[src/flash_host_pkg.sv]
package flash_host_pkg;

  // software register byte offsets
  localparam logic [4:0] REG_CMD    = 5'h00;
  localparam logic [4:0] REG_ADDR   = 5'h04;
  localparam logic [4:0] REG_DATA   = 5'h08;
  localparam logic [4:0] REG_STATUS = 5'h0c;
  localparam logic [4:0] REG_RDATA  = 5'h10;

  // status register bit positions
  localparam int STS_BUSY     = 0;
  localparam int STS_WORD_REQ = 1;
  localparam int STS_BUF_MODE = 2;
  localparam int STS_EXT_MODE = 3;
  localparam int STS_LOCK     = 4;
  localparam int STS_ABORTED  = 5;
  localparam int STS_REFUSED  = 6;
  localparam int STS_TOGGLING = 7;

  // flash status bits on the data bus
  localparam int BUFFER_ABORT_FLAG    = 1;
  localparam int OPERATION_ERROR_FLAG = 5;
  localparam int TOGGLE_FLAG          = 6;
  localparam int DATA_POLL_FLAG       = 7;

  // command cycle addresses and data codes
  localparam logic [23:0] UNLOCK_ADDR1     = 24'h00_0555;
  localparam logic [23:0] UNLOCK_ADDR2     = 24'h00_02aa;
  localparam logic [15:0] CODE_UNLOCK1     = 16'h00aa;
  localparam logic [15:0] CODE_UNLOCK2     = 16'h0055;
  localparam logic [15:0] CODE_BUF_ENTRY   = 16'h0038;
  localparam logic [15:0] CODE_BUF_SETUP   = 16'h0033;
  localparam logic [15:0] CODE_CONFIRM     = 16'h0029;
  localparam logic [15:0] CODE_ABORT_RESET = 16'h00f0;
  localparam logic [15:0] CODE_EXIT1       = 16'h0090;
  localparam logic [15:0] CODE_EXIT2       = 16'h0000;
  localparam logic [15:0] CODE_LOCK_ENTRY  = 16'h0040;
  localparam logic [15:0] CODE_EXT_ENTRY   = 16'h0088;

  // sequence lengths in bus writes, and the index of the confirm write
  localparam logic [8:0] LEN_UNLOCK3  = 9'h003;
  localparam logic [8:0] LEN_EXIT_EXT = 9'h004;
  localparam logic [8:0] LEN_EXIT2    = 9'h002;
  localparam logic [8:0] LEN_PROG     = 9'h102;
  localparam logic [8:0] LEN_SINGLE   = 9'h001;
  localparam logic [8:0] IDX_CONFIRM  = 9'h101;

  // bus timing
  localparam int CLK_PERIOD_NS = 50;
  localparam int WE_LOW_NS     = 35;
  localparam int RD_ACCESS_NS  = 80;
  localparam int SYNC_STAGES   = 3;
  localparam int WE_LOW_RAW    = (WE_LOW_NS + CLK_PERIOD_NS - 1) / CLK_PERIOD_NS;
  localparam logic [2:0] WE_LOW_CYC = 3'(WE_LOW_RAW < 1 ? 1 : WE_LOW_RAW);
  localparam logic [2:0] RD_WAIT_CYC =
    3'((RD_ACCESS_NS + CLK_PERIOD_NS - 1) / CLK_PERIOD_NS + SYNC_STAGES);

  typedef enum logic [3:0] {
    CMD_NONE      = 4'h0,
    CMD_ENTER_BUF = 4'h1,
    CMD_BUF_PROG  = 4'h2,
    CMD_ABORT     = 4'h3,
    CMD_EXIT_BUF  = 4'h4,
    CMD_ENTER_LCK = 4'h5,
    CMD_ENTER_EXT = 4'h6,
    CMD_EXIT_EXT  = 4'h7,
    CMD_EXIT_PROT = 4'h8,
    CMD_READ      = 4'h9,
    CMD_WRITE_RAW = 4'ha
  } cmd_t;

  typedef enum logic [2:0] {
    ST_IDLE    = 3'b000,
    ST_LOAD    = 3'b001,
    ST_WR_SET  = 3'b010,
    ST_WR_LOW  = 3'b011,
    ST_WR_HOLD = 3'b100,
    ST_RD_WAIT = 3'b101
  } state_t;

endpackage

[src/flash_host.sv]
// Contract
// - entry: AA@555, 55@2AA, 38@555; mode persists
// - host polls toggle bit after entry; flash_host goes idle after the third entry write without polling
// - exit: 90 then 00, back to read
// - program: setup 33, 256 loads, confirm 29
// - loads ascend low byte 00 to FF
// - after abort only abort reset accepted; flash_host also accepts a read while aborted
// - extended exit takes four writes
//
// The strobed register port and the placing of the registers were decided locally.
`timescale 1ns/1ps
`default_nettype none
module flash_host (
  // clock and reset
  input  wire logic        ref_clk_in,
  input  wire logic        rst_n_in,
  // software register port
  input  wire logic [4:0]  sw_addr_in,
  input  wire logic [31:0] sw_wdata_in,
  input  wire logic        sw_wr_in,
  input  wire logic        sw_rd_in,
  output logic      [31:0] sw_rdata_out,
  // flash pins
  output logic      [23:0] flash_addr_out,
  output logic      [15:0] flash_dq_out,
  output logic             flash_dq_oe_out,
  input  wire logic [15:0] flash_dq_in,
  output logic             flash_ce_n_out,
  output logic             flash_we_n_out,
  output logic             flash_oe_n_out
);

  typedef struct packed {
    flash_host_pkg::state_t st;
    flash_host_pkg::cmd_t   cmd;
    logic [8:0]             idx;
    logic [2:0]             cnt;
    logic [23:0]            base;
    logic [15:0]            word;
    logic                   word_valid;
    logic [23:0]            addr;
    logic [15:0]            dout;
    logic                   dq_oe;
    logic                   ce_n;
    logic                   we_n;
    logic                   oe_n;
    logic [15:0]            s1;
    logic [15:0]            s2;
    logic [15:0]            s3;
    logic [15:0]            filt;
    logic [15:0]            rword;
    logic                   buf_mode;
    logic                   ext_mode;
    logic                   lock_mode;
    logic                   aborted;
    logic                   refused;
    logic                   toggling;
    logic [31:0]            rdata;
  } ctl_t;

  ctl_t q;
  ctl_t d;

  flash_host_pkg::cmd_t req_cmd;
  logic                 go;
  logic                 ok;
  logic                 need_word;
  logic [39:0]          stp;

  function automatic logic [39:0] step(input flash_host_pkg::cmd_t c, input logic [8:0] i,
                                       input logic [23:0] b, input logic [15:0] w);
    logic [23:0] a;
    logic [15:0] v;
    logic [8:0]  k;
    a = flash_host_pkg::UNLOCK_ADDR1;
    v = flash_host_pkg::CODE_UNLOCK1;
    k = i - 9'h001;
    case (c)
      flash_host_pkg::CMD_ENTER_BUF, flash_host_pkg::CMD_ABORT, flash_host_pkg::CMD_ENTER_LCK,
      flash_host_pkg::CMD_ENTER_EXT, flash_host_pkg::CMD_EXIT_EXT: begin
        if (i == 9'h001) begin
          a = flash_host_pkg::UNLOCK_ADDR2;
          v = flash_host_pkg::CODE_UNLOCK2;
        end else if (i == 9'h002) begin
          case (c)
            flash_host_pkg::CMD_ENTER_BUF: v = flash_host_pkg::CODE_BUF_ENTRY;
            flash_host_pkg::CMD_ABORT:     v = flash_host_pkg::CODE_ABORT_RESET;
            flash_host_pkg::CMD_ENTER_LCK: v = flash_host_pkg::CODE_LOCK_ENTRY;
            flash_host_pkg::CMD_ENTER_EXT: v = flash_host_pkg::CODE_EXT_ENTRY;
            default:                       v = flash_host_pkg::CODE_EXIT1;
          endcase
        end else if (i == 9'h003) begin
          a = b;
          v = flash_host_pkg::CODE_EXIT2;
        end
      end
      flash_host_pkg::CMD_EXIT_BUF, flash_host_pkg::CMD_EXIT_PROT: begin
        a = b;
        v = (i == 9'h000) ? flash_host_pkg::CODE_EXIT1 : flash_host_pkg::CODE_EXIT2;
      end
      flash_host_pkg::CMD_BUF_PROG: begin
        a = {b[23:8], 8'h00};
        if (i == 9'h000) begin
          v = flash_host_pkg::CODE_BUF_SETUP;
        end else if (i == flash_host_pkg::IDX_CONFIRM) begin
          v = flash_host_pkg::CODE_CONFIRM;
        end else begin
          a = {b[23:8], k[7:0]};
          v = w;
        end
      end
      flash_host_pkg::CMD_WRITE_RAW: begin
        a = b;
        v = w;
      end
      default: ;
    endcase
    return {a, v};
  endfunction

  function automatic logic [8:0] seq_len(input flash_host_pkg::cmd_t c);
    case (c)
      flash_host_pkg::CMD_ENTER_BUF, flash_host_pkg::CMD_ABORT,
      flash_host_pkg::CMD_ENTER_LCK, flash_host_pkg::CMD_ENTER_EXT: return flash_host_pkg::LEN_UNLOCK3;
      flash_host_pkg::CMD_EXIT_EXT:  return flash_host_pkg::LEN_EXIT_EXT;
      flash_host_pkg::CMD_EXIT_BUF, flash_host_pkg::CMD_EXIT_PROT: return flash_host_pkg::LEN_EXIT2;
      flash_host_pkg::CMD_BUF_PROG:  return flash_host_pkg::LEN_PROG;
      default:                       return flash_host_pkg::LEN_SINGLE;
    endcase
  endfunction

  // mode gate: the far end ignores foreign sequences silently, so refuse them here
  function automatic logic cmd_ok(input ctl_t s, input flash_host_pkg::cmd_t c);
    if (c == flash_host_pkg::CMD_READ) return 1'b1;
    if (s.aborted) return c == flash_host_pkg::CMD_ABORT;
    if (s.buf_mode) return c == flash_host_pkg::CMD_BUF_PROG || c == flash_host_pkg::CMD_ABORT ||
                           c == flash_host_pkg::CMD_EXIT_BUF;
    if (s.lock_mode) return c == flash_host_pkg::CMD_WRITE_RAW || c == flash_host_pkg::CMD_EXIT_PROT;
    if (s.ext_mode) return c == flash_host_pkg::CMD_WRITE_RAW ||
                           c == flash_host_pkg::CMD_EXIT_EXT;
    return c == flash_host_pkg::CMD_ENTER_BUF || c == flash_host_pkg::CMD_ENTER_LCK ||
           c == flash_host_pkg::CMD_ENTER_EXT || c == flash_host_pkg::CMD_WRITE_RAW;
  endfunction

  assign req_cmd   = flash_host_pkg::cmd_t'(sw_wdata_in[3:0]);
  assign go        = sw_wr_in && sw_addr_in == flash_host_pkg::REG_CMD;
  assign ok        = q.st == flash_host_pkg::ST_IDLE && cmd_ok(q, req_cmd);
  assign need_word = q.cmd == flash_host_pkg::CMD_BUF_PROG && q.idx != 9'h000 &&
                     q.idx != flash_host_pkg::IDX_CONFIRM;
  assign stp       = step(q.cmd, q.idx, q.base, q.word);

  always_comb begin
    d = q;
    d.s1 = flash_dq_in;
    d.s2 = q.s1;
    d.s3 = q.s2;
    if (q.s2 == q.s3) begin
      d.filt = q.s3;
    end
    d.rdata = 32'h0000_0000;
    if (sw_rd_in) begin
      case (sw_addr_in)
        flash_host_pkg::REG_ADDR:  d.rdata = {8'h00, q.base};
        flash_host_pkg::REG_RDATA: d.rdata = {16'h0000, q.rword};
        flash_host_pkg::REG_STATUS: begin
          d.rdata[flash_host_pkg::STS_BUSY]     = q.st != flash_host_pkg::ST_IDLE;
          d.rdata[flash_host_pkg::STS_WORD_REQ] = need_word && !q.word_valid &&
                                                  q.st == flash_host_pkg::ST_LOAD;
          d.rdata[flash_host_pkg::STS_BUF_MODE] = q.buf_mode;
          d.rdata[flash_host_pkg::STS_EXT_MODE] = q.ext_mode;
          d.rdata[flash_host_pkg::STS_LOCK]     = q.lock_mode;
          d.rdata[flash_host_pkg::STS_ABORTED]  = q.aborted;
          d.rdata[flash_host_pkg::STS_REFUSED]  = q.refused;
          d.rdata[flash_host_pkg::STS_TOGGLING] = q.toggling;
          d.refused = 1'b0;
        end
        default: ;
      endcase
    end
    if (sw_wr_in && sw_addr_in == flash_host_pkg::REG_ADDR) begin
      d.base = sw_wdata_in[23:0];
    end
    // a data word written while one is still pending is dropped
    if (sw_wr_in && sw_addr_in == flash_host_pkg::REG_DATA && !q.word_valid) begin
      d.word       = sw_wdata_in[15:0];
      d.word_valid = 1'b1;
    end
    if (go && !ok) begin
      d.refused = 1'b1;
    end
    case (q.st)
      flash_host_pkg::ST_IDLE: begin
        if (go && ok) begin
          d.cmd = req_cmd;
          d.idx = 9'h000;
          if (req_cmd == flash_host_pkg::CMD_READ) begin
            d.addr = q.base;
            d.ce_n = 1'b0;
            d.oe_n = 1'b0;
            d.cnt  = flash_host_pkg::RD_WAIT_CYC;
            d.st   = flash_host_pkg::ST_RD_WAIT;
          end else begin
            d.st = flash_host_pkg::ST_LOAD;
          end
        end
      end
      flash_host_pkg::ST_LOAD: begin
        if (!need_word || q.word_valid) begin
          d.addr  = stp[39:16];
          d.dout  = stp[15:0];
          d.ce_n  = 1'b0;
          d.dq_oe = 1'b1;
          d.st    = flash_host_pkg::ST_WR_SET;
          // a raw write uses up the pending word too, or the next word would be dropped
          if (need_word || q.cmd == flash_host_pkg::CMD_WRITE_RAW) begin
            d.word_valid = 1'b0;
          end
        end
      end
      flash_host_pkg::ST_WR_SET: begin
        d.we_n = 1'b0;
        d.cnt  = flash_host_pkg::WE_LOW_CYC - 3'h1;
        d.st   = flash_host_pkg::ST_WR_LOW;
      end
      flash_host_pkg::ST_WR_LOW: begin
        if (q.cnt == 3'h0) begin
          d.we_n = 1'b1;
          d.st   = flash_host_pkg::ST_WR_HOLD;
        end else begin
          d.cnt = q.cnt - 3'h1;
        end
      end
      flash_host_pkg::ST_WR_HOLD: begin
        d.ce_n  = 1'b1;
        d.dq_oe = 1'b0;
        d.idx   = q.idx + 9'h001;
        d.st    = flash_host_pkg::ST_LOAD;
        if (q.idx + 9'h001 == seq_len(q.cmd)) begin
          d.st = flash_host_pkg::ST_IDLE;
          case (q.cmd)
            flash_host_pkg::CMD_ENTER_BUF: d.buf_mode = 1'b1;
            flash_host_pkg::CMD_EXIT_BUF:  d.buf_mode = 1'b0;
            flash_host_pkg::CMD_ABORT:     d.aborted = 1'b0;
            flash_host_pkg::CMD_ENTER_LCK: d.lock_mode = 1'b1;
            flash_host_pkg::CMD_EXIT_PROT: d.lock_mode = 1'b0;
            flash_host_pkg::CMD_ENTER_EXT: d.ext_mode = 1'b1;
            flash_host_pkg::CMD_EXIT_EXT:  d.ext_mode = 1'b0;
            default: ;
          endcase
        end
      end
      flash_host_pkg::ST_RD_WAIT: begin
        if (q.cnt == 3'h0) begin
          d.rword    = q.filt;
          d.toggling = q.filt[flash_host_pkg::TOGGLE_FLAG] != q.rword[flash_host_pkg::TOGGLE_FLAG];
          d.ce_n     = 1'b1;
          d.oe_n     = 1'b1;
          d.st       = flash_host_pkg::ST_IDLE;
          // array data can mimic the flags; only a toggling status word means abort
          if (q.buf_mode && d.toggling && q.filt[flash_host_pkg::BUFFER_ABORT_FLAG] &&
              !q.filt[flash_host_pkg::OPERATION_ERROR_FLAG]) begin
            d.aborted = 1'b1;
          end
        end else begin
          d.cnt = q.cnt - 3'h1;
        end
      end
      default: d.st = flash_host_pkg::ST_IDLE;
    endcase
    if (!rst_n_in) begin
      d      = '0;
      d.ce_n = 1'b1;
      d.we_n = 1'b1;
      d.oe_n = 1'b1;
    end
  end

  always_ff @(posedge ref_clk_in) begin
    q <= d;
  end

  assign sw_rdata_out    = q.rdata;
  assign flash_addr_out  = q.addr;
  assign flash_dq_out    = q.dout;
  assign flash_dq_oe_out = q.dq_oe;
  assign flash_ce_n_out  = q.ce_n;
  assign flash_we_n_out  = q.we_n;
  assign flash_oe_n_out  = q.oe_n;
endmodule
`default_nettype wire

[config.mk]
export PLATFORM = sky130hd
export DESIGN_NAME = flash_host
export DESIGN_NICKNAME = d
export VERILOG_FILES = /design/src/flash_host_pkg.sv /design/src/flash_host.sv
export SDC_FILE = /design/constraint.sdc
export NUM_CORES = 1
export LEC_CHECK = 0
export BUFFER_PORTS_ARGS = -buffer_cell sky130_fd_sc_hd__buf_2
export CORE_MARGIN = 2
export CORE_UTILIZATION = 55
export CTS_CLUSTER_DIAMETER = 30
export DETAILED_ROUTE_END_ITERATION = 8
export GPL_ROUTABILITY_DRIVEN = 0
export PLACE_DENSITY = 0.77
export SETUP_SLACK_MARGIN = 0.3
export SYNTH_ARGS = -nofsm -noshare
export SYNTH_HDL_FRONTEND = slang
export SYNTH_SLANG_ARGS = --single-unit
export TNS_END_PERCENT = 30
[constraint.sdc]
create_clock -name ref_clk_in -period 5.2 [get_ports ref_clk_in]
set_input_delay 1.04 -clock ref_clk_in [delete_from_list [all_inputs] [get_ports ref_clk_in]]
set_output_delay 1.04 -clock ref_clk_in [all_outputs]
set_load 0.01 [all_outputs]
**Yosys cells after proc, flatten, opt, wreduce, memory -nomap -nowiden**

Memories as Yosys holds them, arrays and structs flattened. A register that Yosys moved wholly into a read port is not among the register bits.
Index checks and enable logic that the tools add are counted.

- Memory bits (read-only): 64
- Bits in registers: 222
- Memories kept: 1
- Output and inout port bits: 76
- Input port bits: 57

Memory list:

| name | words | width | rd ports | clocked after memory_dff | wr ports | line | source |
|---|---|---|---|---|---|---|---|
| (name not given) | 16 | 4 | 1 | 1 | 0 | flash_host.sv:122 | `case (c)` |

- Reduce and logical (&&, ||, !) cells: 67
- Eq/ne operators: 45
- Add/sub/neg operators: 3
- Multiplexer cells: 80

Operators by type and width:

| kind | count |
|---|---|
| $mux W24 | 5 |
| $pmux W24 S3 | 1 |
| $mux W16 | 4 |
| $pmux W16 S4 | 1 |
| $pmux W24 S2 | 1 |
| $mux W43 | 1 |
| $mux W1 | 39 |
| $eq A4 B3 Y1 const B | 8 |
| $mux W8 | 4 |
| $pmux W16 S2 | 1 |
| $pmux W8 S4 | 1 |
| $pmux W8 S3 | 1 |
| $reduce_bool A2 Y1 | 11 |
| $eq A4 B4 Y1 const B | 5 |
| $mux W19 | 1 |
| $eq A9 B2 Y1 const B | 2 |
| $mux W3 | 6 |
| $pmux W3 S6 | 1 |
| $pmux W9 S2 | 1 |
| $eq A16 B16 Y1 | 1 |
| $eq A4 B2 Y1 const B | 4 |
| $reduce_and A2 Y1 | 8 |
| $reduce_and A4 Y1 | 4 |
| $logic_and A1 B1 Y1 | 14 |
| other kinds (35) | 70 |

**Logic depth before layout (Yosys ltp)**

- Depth after elaboration: 22
- Mapped depth: 13

**Worst setup path before layout**

OpenSTA, ideal clock, no wires.

- Path type: input to register
- Start point: in sw_wdata_in[1]
- End point: reg (tool-made name)
- Path slack: 1.811 ns
- Library setup time: 0.121 ns
- Data arrival time: 3.268 ns
- Path buffers: 1
- Stages on the path: 11
- Data required time: 5.079 ns
- Cells stage by stage: clkbuf_1 or4b_1 a21oi_1 or3_1 nor3b_4 mux2i_1 nor2_1 inv_1 ha_1 nand2b_1 mux2_2

RTL lines:

| item | line | source |
|---|---|---|
| from (decl) | flash_host.sv:19 | `input wire logic [31:0] sw_wdata_in,` |

**Worst setup path in the final report**

- Start point: reg q[206] (netlist name)
- End point: reg q (netlist bit flash_addr_out[5])

- Longest elaborated chain between the ends: 7

Ends and longest elaborated chain:

| item | line | source |
|---|---|---|
| from (decl) | flash_host.sv:61 | `ctl_t q;` |
| from (signal assigned) | flash_host.sv:279 | `q <= d;` |
| parallel branches: the longest is 7 deep, another holds $sub A8 B1 Y8 | -- |  |

Parallel ways; which one is timed is not known. The select of a mux whose other input is x is not followed.
A chain may end at the register's enable or synchronous reset.

==> out/metrics.cfg <==
[timing]
fin_crit_sh=0.646
rsz0062_at_grt=false
setup_tns_ns=0
layout_setup_ws_ns=1.84
fmax_ghz=0.298
setup_violations=0
final_hold_viol_count=0
post-route-min-period_ns=3.36
drv_slew=0
max-slew-margin-rel=0.359
fin_worst_skew_ns=0.0180
tightest_slew_ns=0.961

[route]
ant_nets=0
routedWlPerCell_um=16.9
num_vias=8055
drc=0
drt-total-wl_um=24100
drt_pass1_iterations=6
first_iter_violations=862
avgViaCountPerCell=5.66

[worst_hold_path]
hold_class=reg2reg
hold_depth=1
hold_path_startpoint=q[110]$_SDFF_PN0_

[floorplan]
initial_core_util=0.563
die-height_um=137
row_count=48
core_area_mm2=0.0173
pin_count=133
die_w_um=137
dieArea_mm2=0.0188

[run]
drv_cap=0

[synth]
ys_types=71
ys.flop_type=dfxtp_1
yosys.area.top_type_share=0.448
synth_edf_count=0
yosysWarnings=0
ys_ff_latch=218
synth.largest_area_cell=dfxtp_1
synthesis.area_mm2=0.00973
yosysSeqAreaShare=0.448
async_reset_ff_frac=0
post_synth.cell_area_avg_um2=8.49
synth_cells=1146
synth_area_leaders=dfxtp_1 45%, buf_4 5.9%, nand2_1 5.2%, nor2_1 5.1%, mux2i_1 4.6%

[cts]
cts_resized=0
clk_latency_ns=0.53
postCtsSetupBuffers=0
cts_htree_levels=2
tritoncts=built
cts_buffers=37
ctsLongestPathBuffers=3
holdBufCountCts=0
clk_pin_slew_ns=0.05
clk_root_buffer_cell=clkbuf_16
cts_sinks=218

[place]
pre_cts_slack_ns=1.46
portBuffers=116
post-dp-hpwl_um=16200

[worst_setup_path]
startpoint=q[206]$_SDFFE_PN0P_
cp.arrival_ns=3.79
timing.rr.end=flash_addr_out[5]$_SDFFE_PN0P_
crit_fanout=17
path_cells=inv_1, ha_1, mux2i_1, o311ai_4, o21ai_4, nand2_4, o21ai_1, buf_4, a221oi_1, nor3_1
r2r_start=q[206]$_SDFFE_PN0P_
critPathLaunchType=flop
critPathKind=reg2reg
crit_cells=10
critPathTopFamily=compound AO/OA/AOI/OAI gates
critPathSlowestCell=o21ai_4
cp-end-kind=flop
worst-r2r-setup-slack_ns=1.84
critPathBufInv=2
required_ns=5.63
critPathMaxStageDelay_ns=0.56
crit_end=flash_addr_out[5]$_SDFFE_PN0P_
reg2regPathDepth=10

[global_routing]
grt_first_pass_wirelength_um=37800
track_usage=0.256
grt_max_degree=92
overflow=0
grt_pass1_vias=7529
antenna_found_initial=0

[pwr]
power-per-cell-area_mw_per_mm2=394
ir_drop_uv=289
p_total_mw=4.39
power_leakage_nw=4.42

[final_layout]
nets=1234
area_growth_pct=14.5
drive_gt1_frac=0.178

[run_status]
status=completed

[power breakdown]
part | switching [mW] | leakage, nW | total [mW] | internal [mW]
combinational | 0.0839 | 2.00 | 0.133 | 0.0487
clock | 0.875 | 0.654 | 2.55 | 1.68
sequential | 0.0124 | 1.76 | 1.71 | 1.69
total | 0.972 | 4.42 | 4.39 | 3.42
[sequential cells by signal (all words and copies together), names as in the netlist, named ones only]
name	flops
flash_addr_out	24
flash_ce_n_out	1
flash_dq_oe_out	1
flash_dq_out	16
flash_oe_n_out	1
flash_we_n_out	1
q	146
sw_rdata_out	24
[area by class of cell]
cell class,count,area [um^2]
fill,1413,6150
multi-input combinational,771,4470
sequential,218,4360
clock buffer,41,972
timing repair buffer,123,633
clock inverter,26,352
tap,225,282
inverter,17,65.1
antenna,1,2.50
[per-stage QoR]
stage          instances  area [um^2]  utilization  hold slack [ns]
2_1_floorplan       1153         9760            -            0.412
3_3_place_gp        1354         9820        0.568            0.417
3_5_place_dp        1354         9820        0.568            0.417
4_1_cts             1421        11100        0.644            0.429
5_1_grt             1421        11100        0.644            0.435
6_report            1422        11100        0.644            0.427
[synthesized netlist by cell type (5+ instances only)]
cell type,n
a21oi_1,81
dfxtp_1,218
nand3_1,39
ha_1,9
xor2_1,7
nor2b_1,10
or3_1,11
inv_1,16
xnor2_1,21
o21ai_0,49
nand2b_1,8
a31oi_1,10
and3_1,6
a221oi_1,5
mux2i_1,45
a22oi_1,20
nand2_1,134
clkbuf_1,55
and2_1,61
nor3_1,23
nor3b_1,7
nand4_1,10
o31ai_1,5
nor2_1,131
buf_4,76
o211ai_1,5
buf_2,12
[worst min-delay path by stage]
| stage | slack, ns | to |
|---|---|---|
| after floorplan | 0.41 | q[100]$_SDFF_PN0_ |
| after global placement | 0.42 | q[90]$_SDFF_PN0_ |
| after detailed placement | 0.42 | q[96]$_SDFF_PN0_ |
| after CTS | 0.43 | q[96]$_SDFF_PN0_ |
| after global routing | 0.43 | q[93]$_SDFF_PN0_ |
| final | 0.43 | q[94]$_SDFF_PN0_ |
[cell usage in the layout, fill, tap and decap left out, types with 21 or more instances in the layout]
master,count
a21oi_1,81
and2_1,61
buf_2,116
clkbuf_16,38
dfxtp_1,218
mux2i_1,45
nand2_1,134
nand3_1,39
nor2_1,131
nor3_1,23
o21ai_0,49
xnor2_1,21
[cells by family after synthesis]
group                    Yosys count  share of synthesized area
AO/OA/AOI/OAI                    209                      0.134
adder cells (fa/ha/maj)            9                     0.0116
other                              1                   0.000385
AND/OR/NAND/NOR                  469                      0.234
buffers and inverters            164                     0.0964
flip-flops                       218                      0.448
multiplexers                      48                     0.0497
XOR/XNOR                          28                     0.0252
[metal layers]
layer / vias to the layer above / GRT usage / routed length, um
li1: 3886 / - / -
met1: 3746 / 0.342 / 10700
met2: 349 / 0.389 / 10500
met3: 74 / 0.0678 / 1970
met4: 0 / 0.111 / 843
met5: - / 0 / 0
Note: power is estimated with default switching activity, not from simulation.
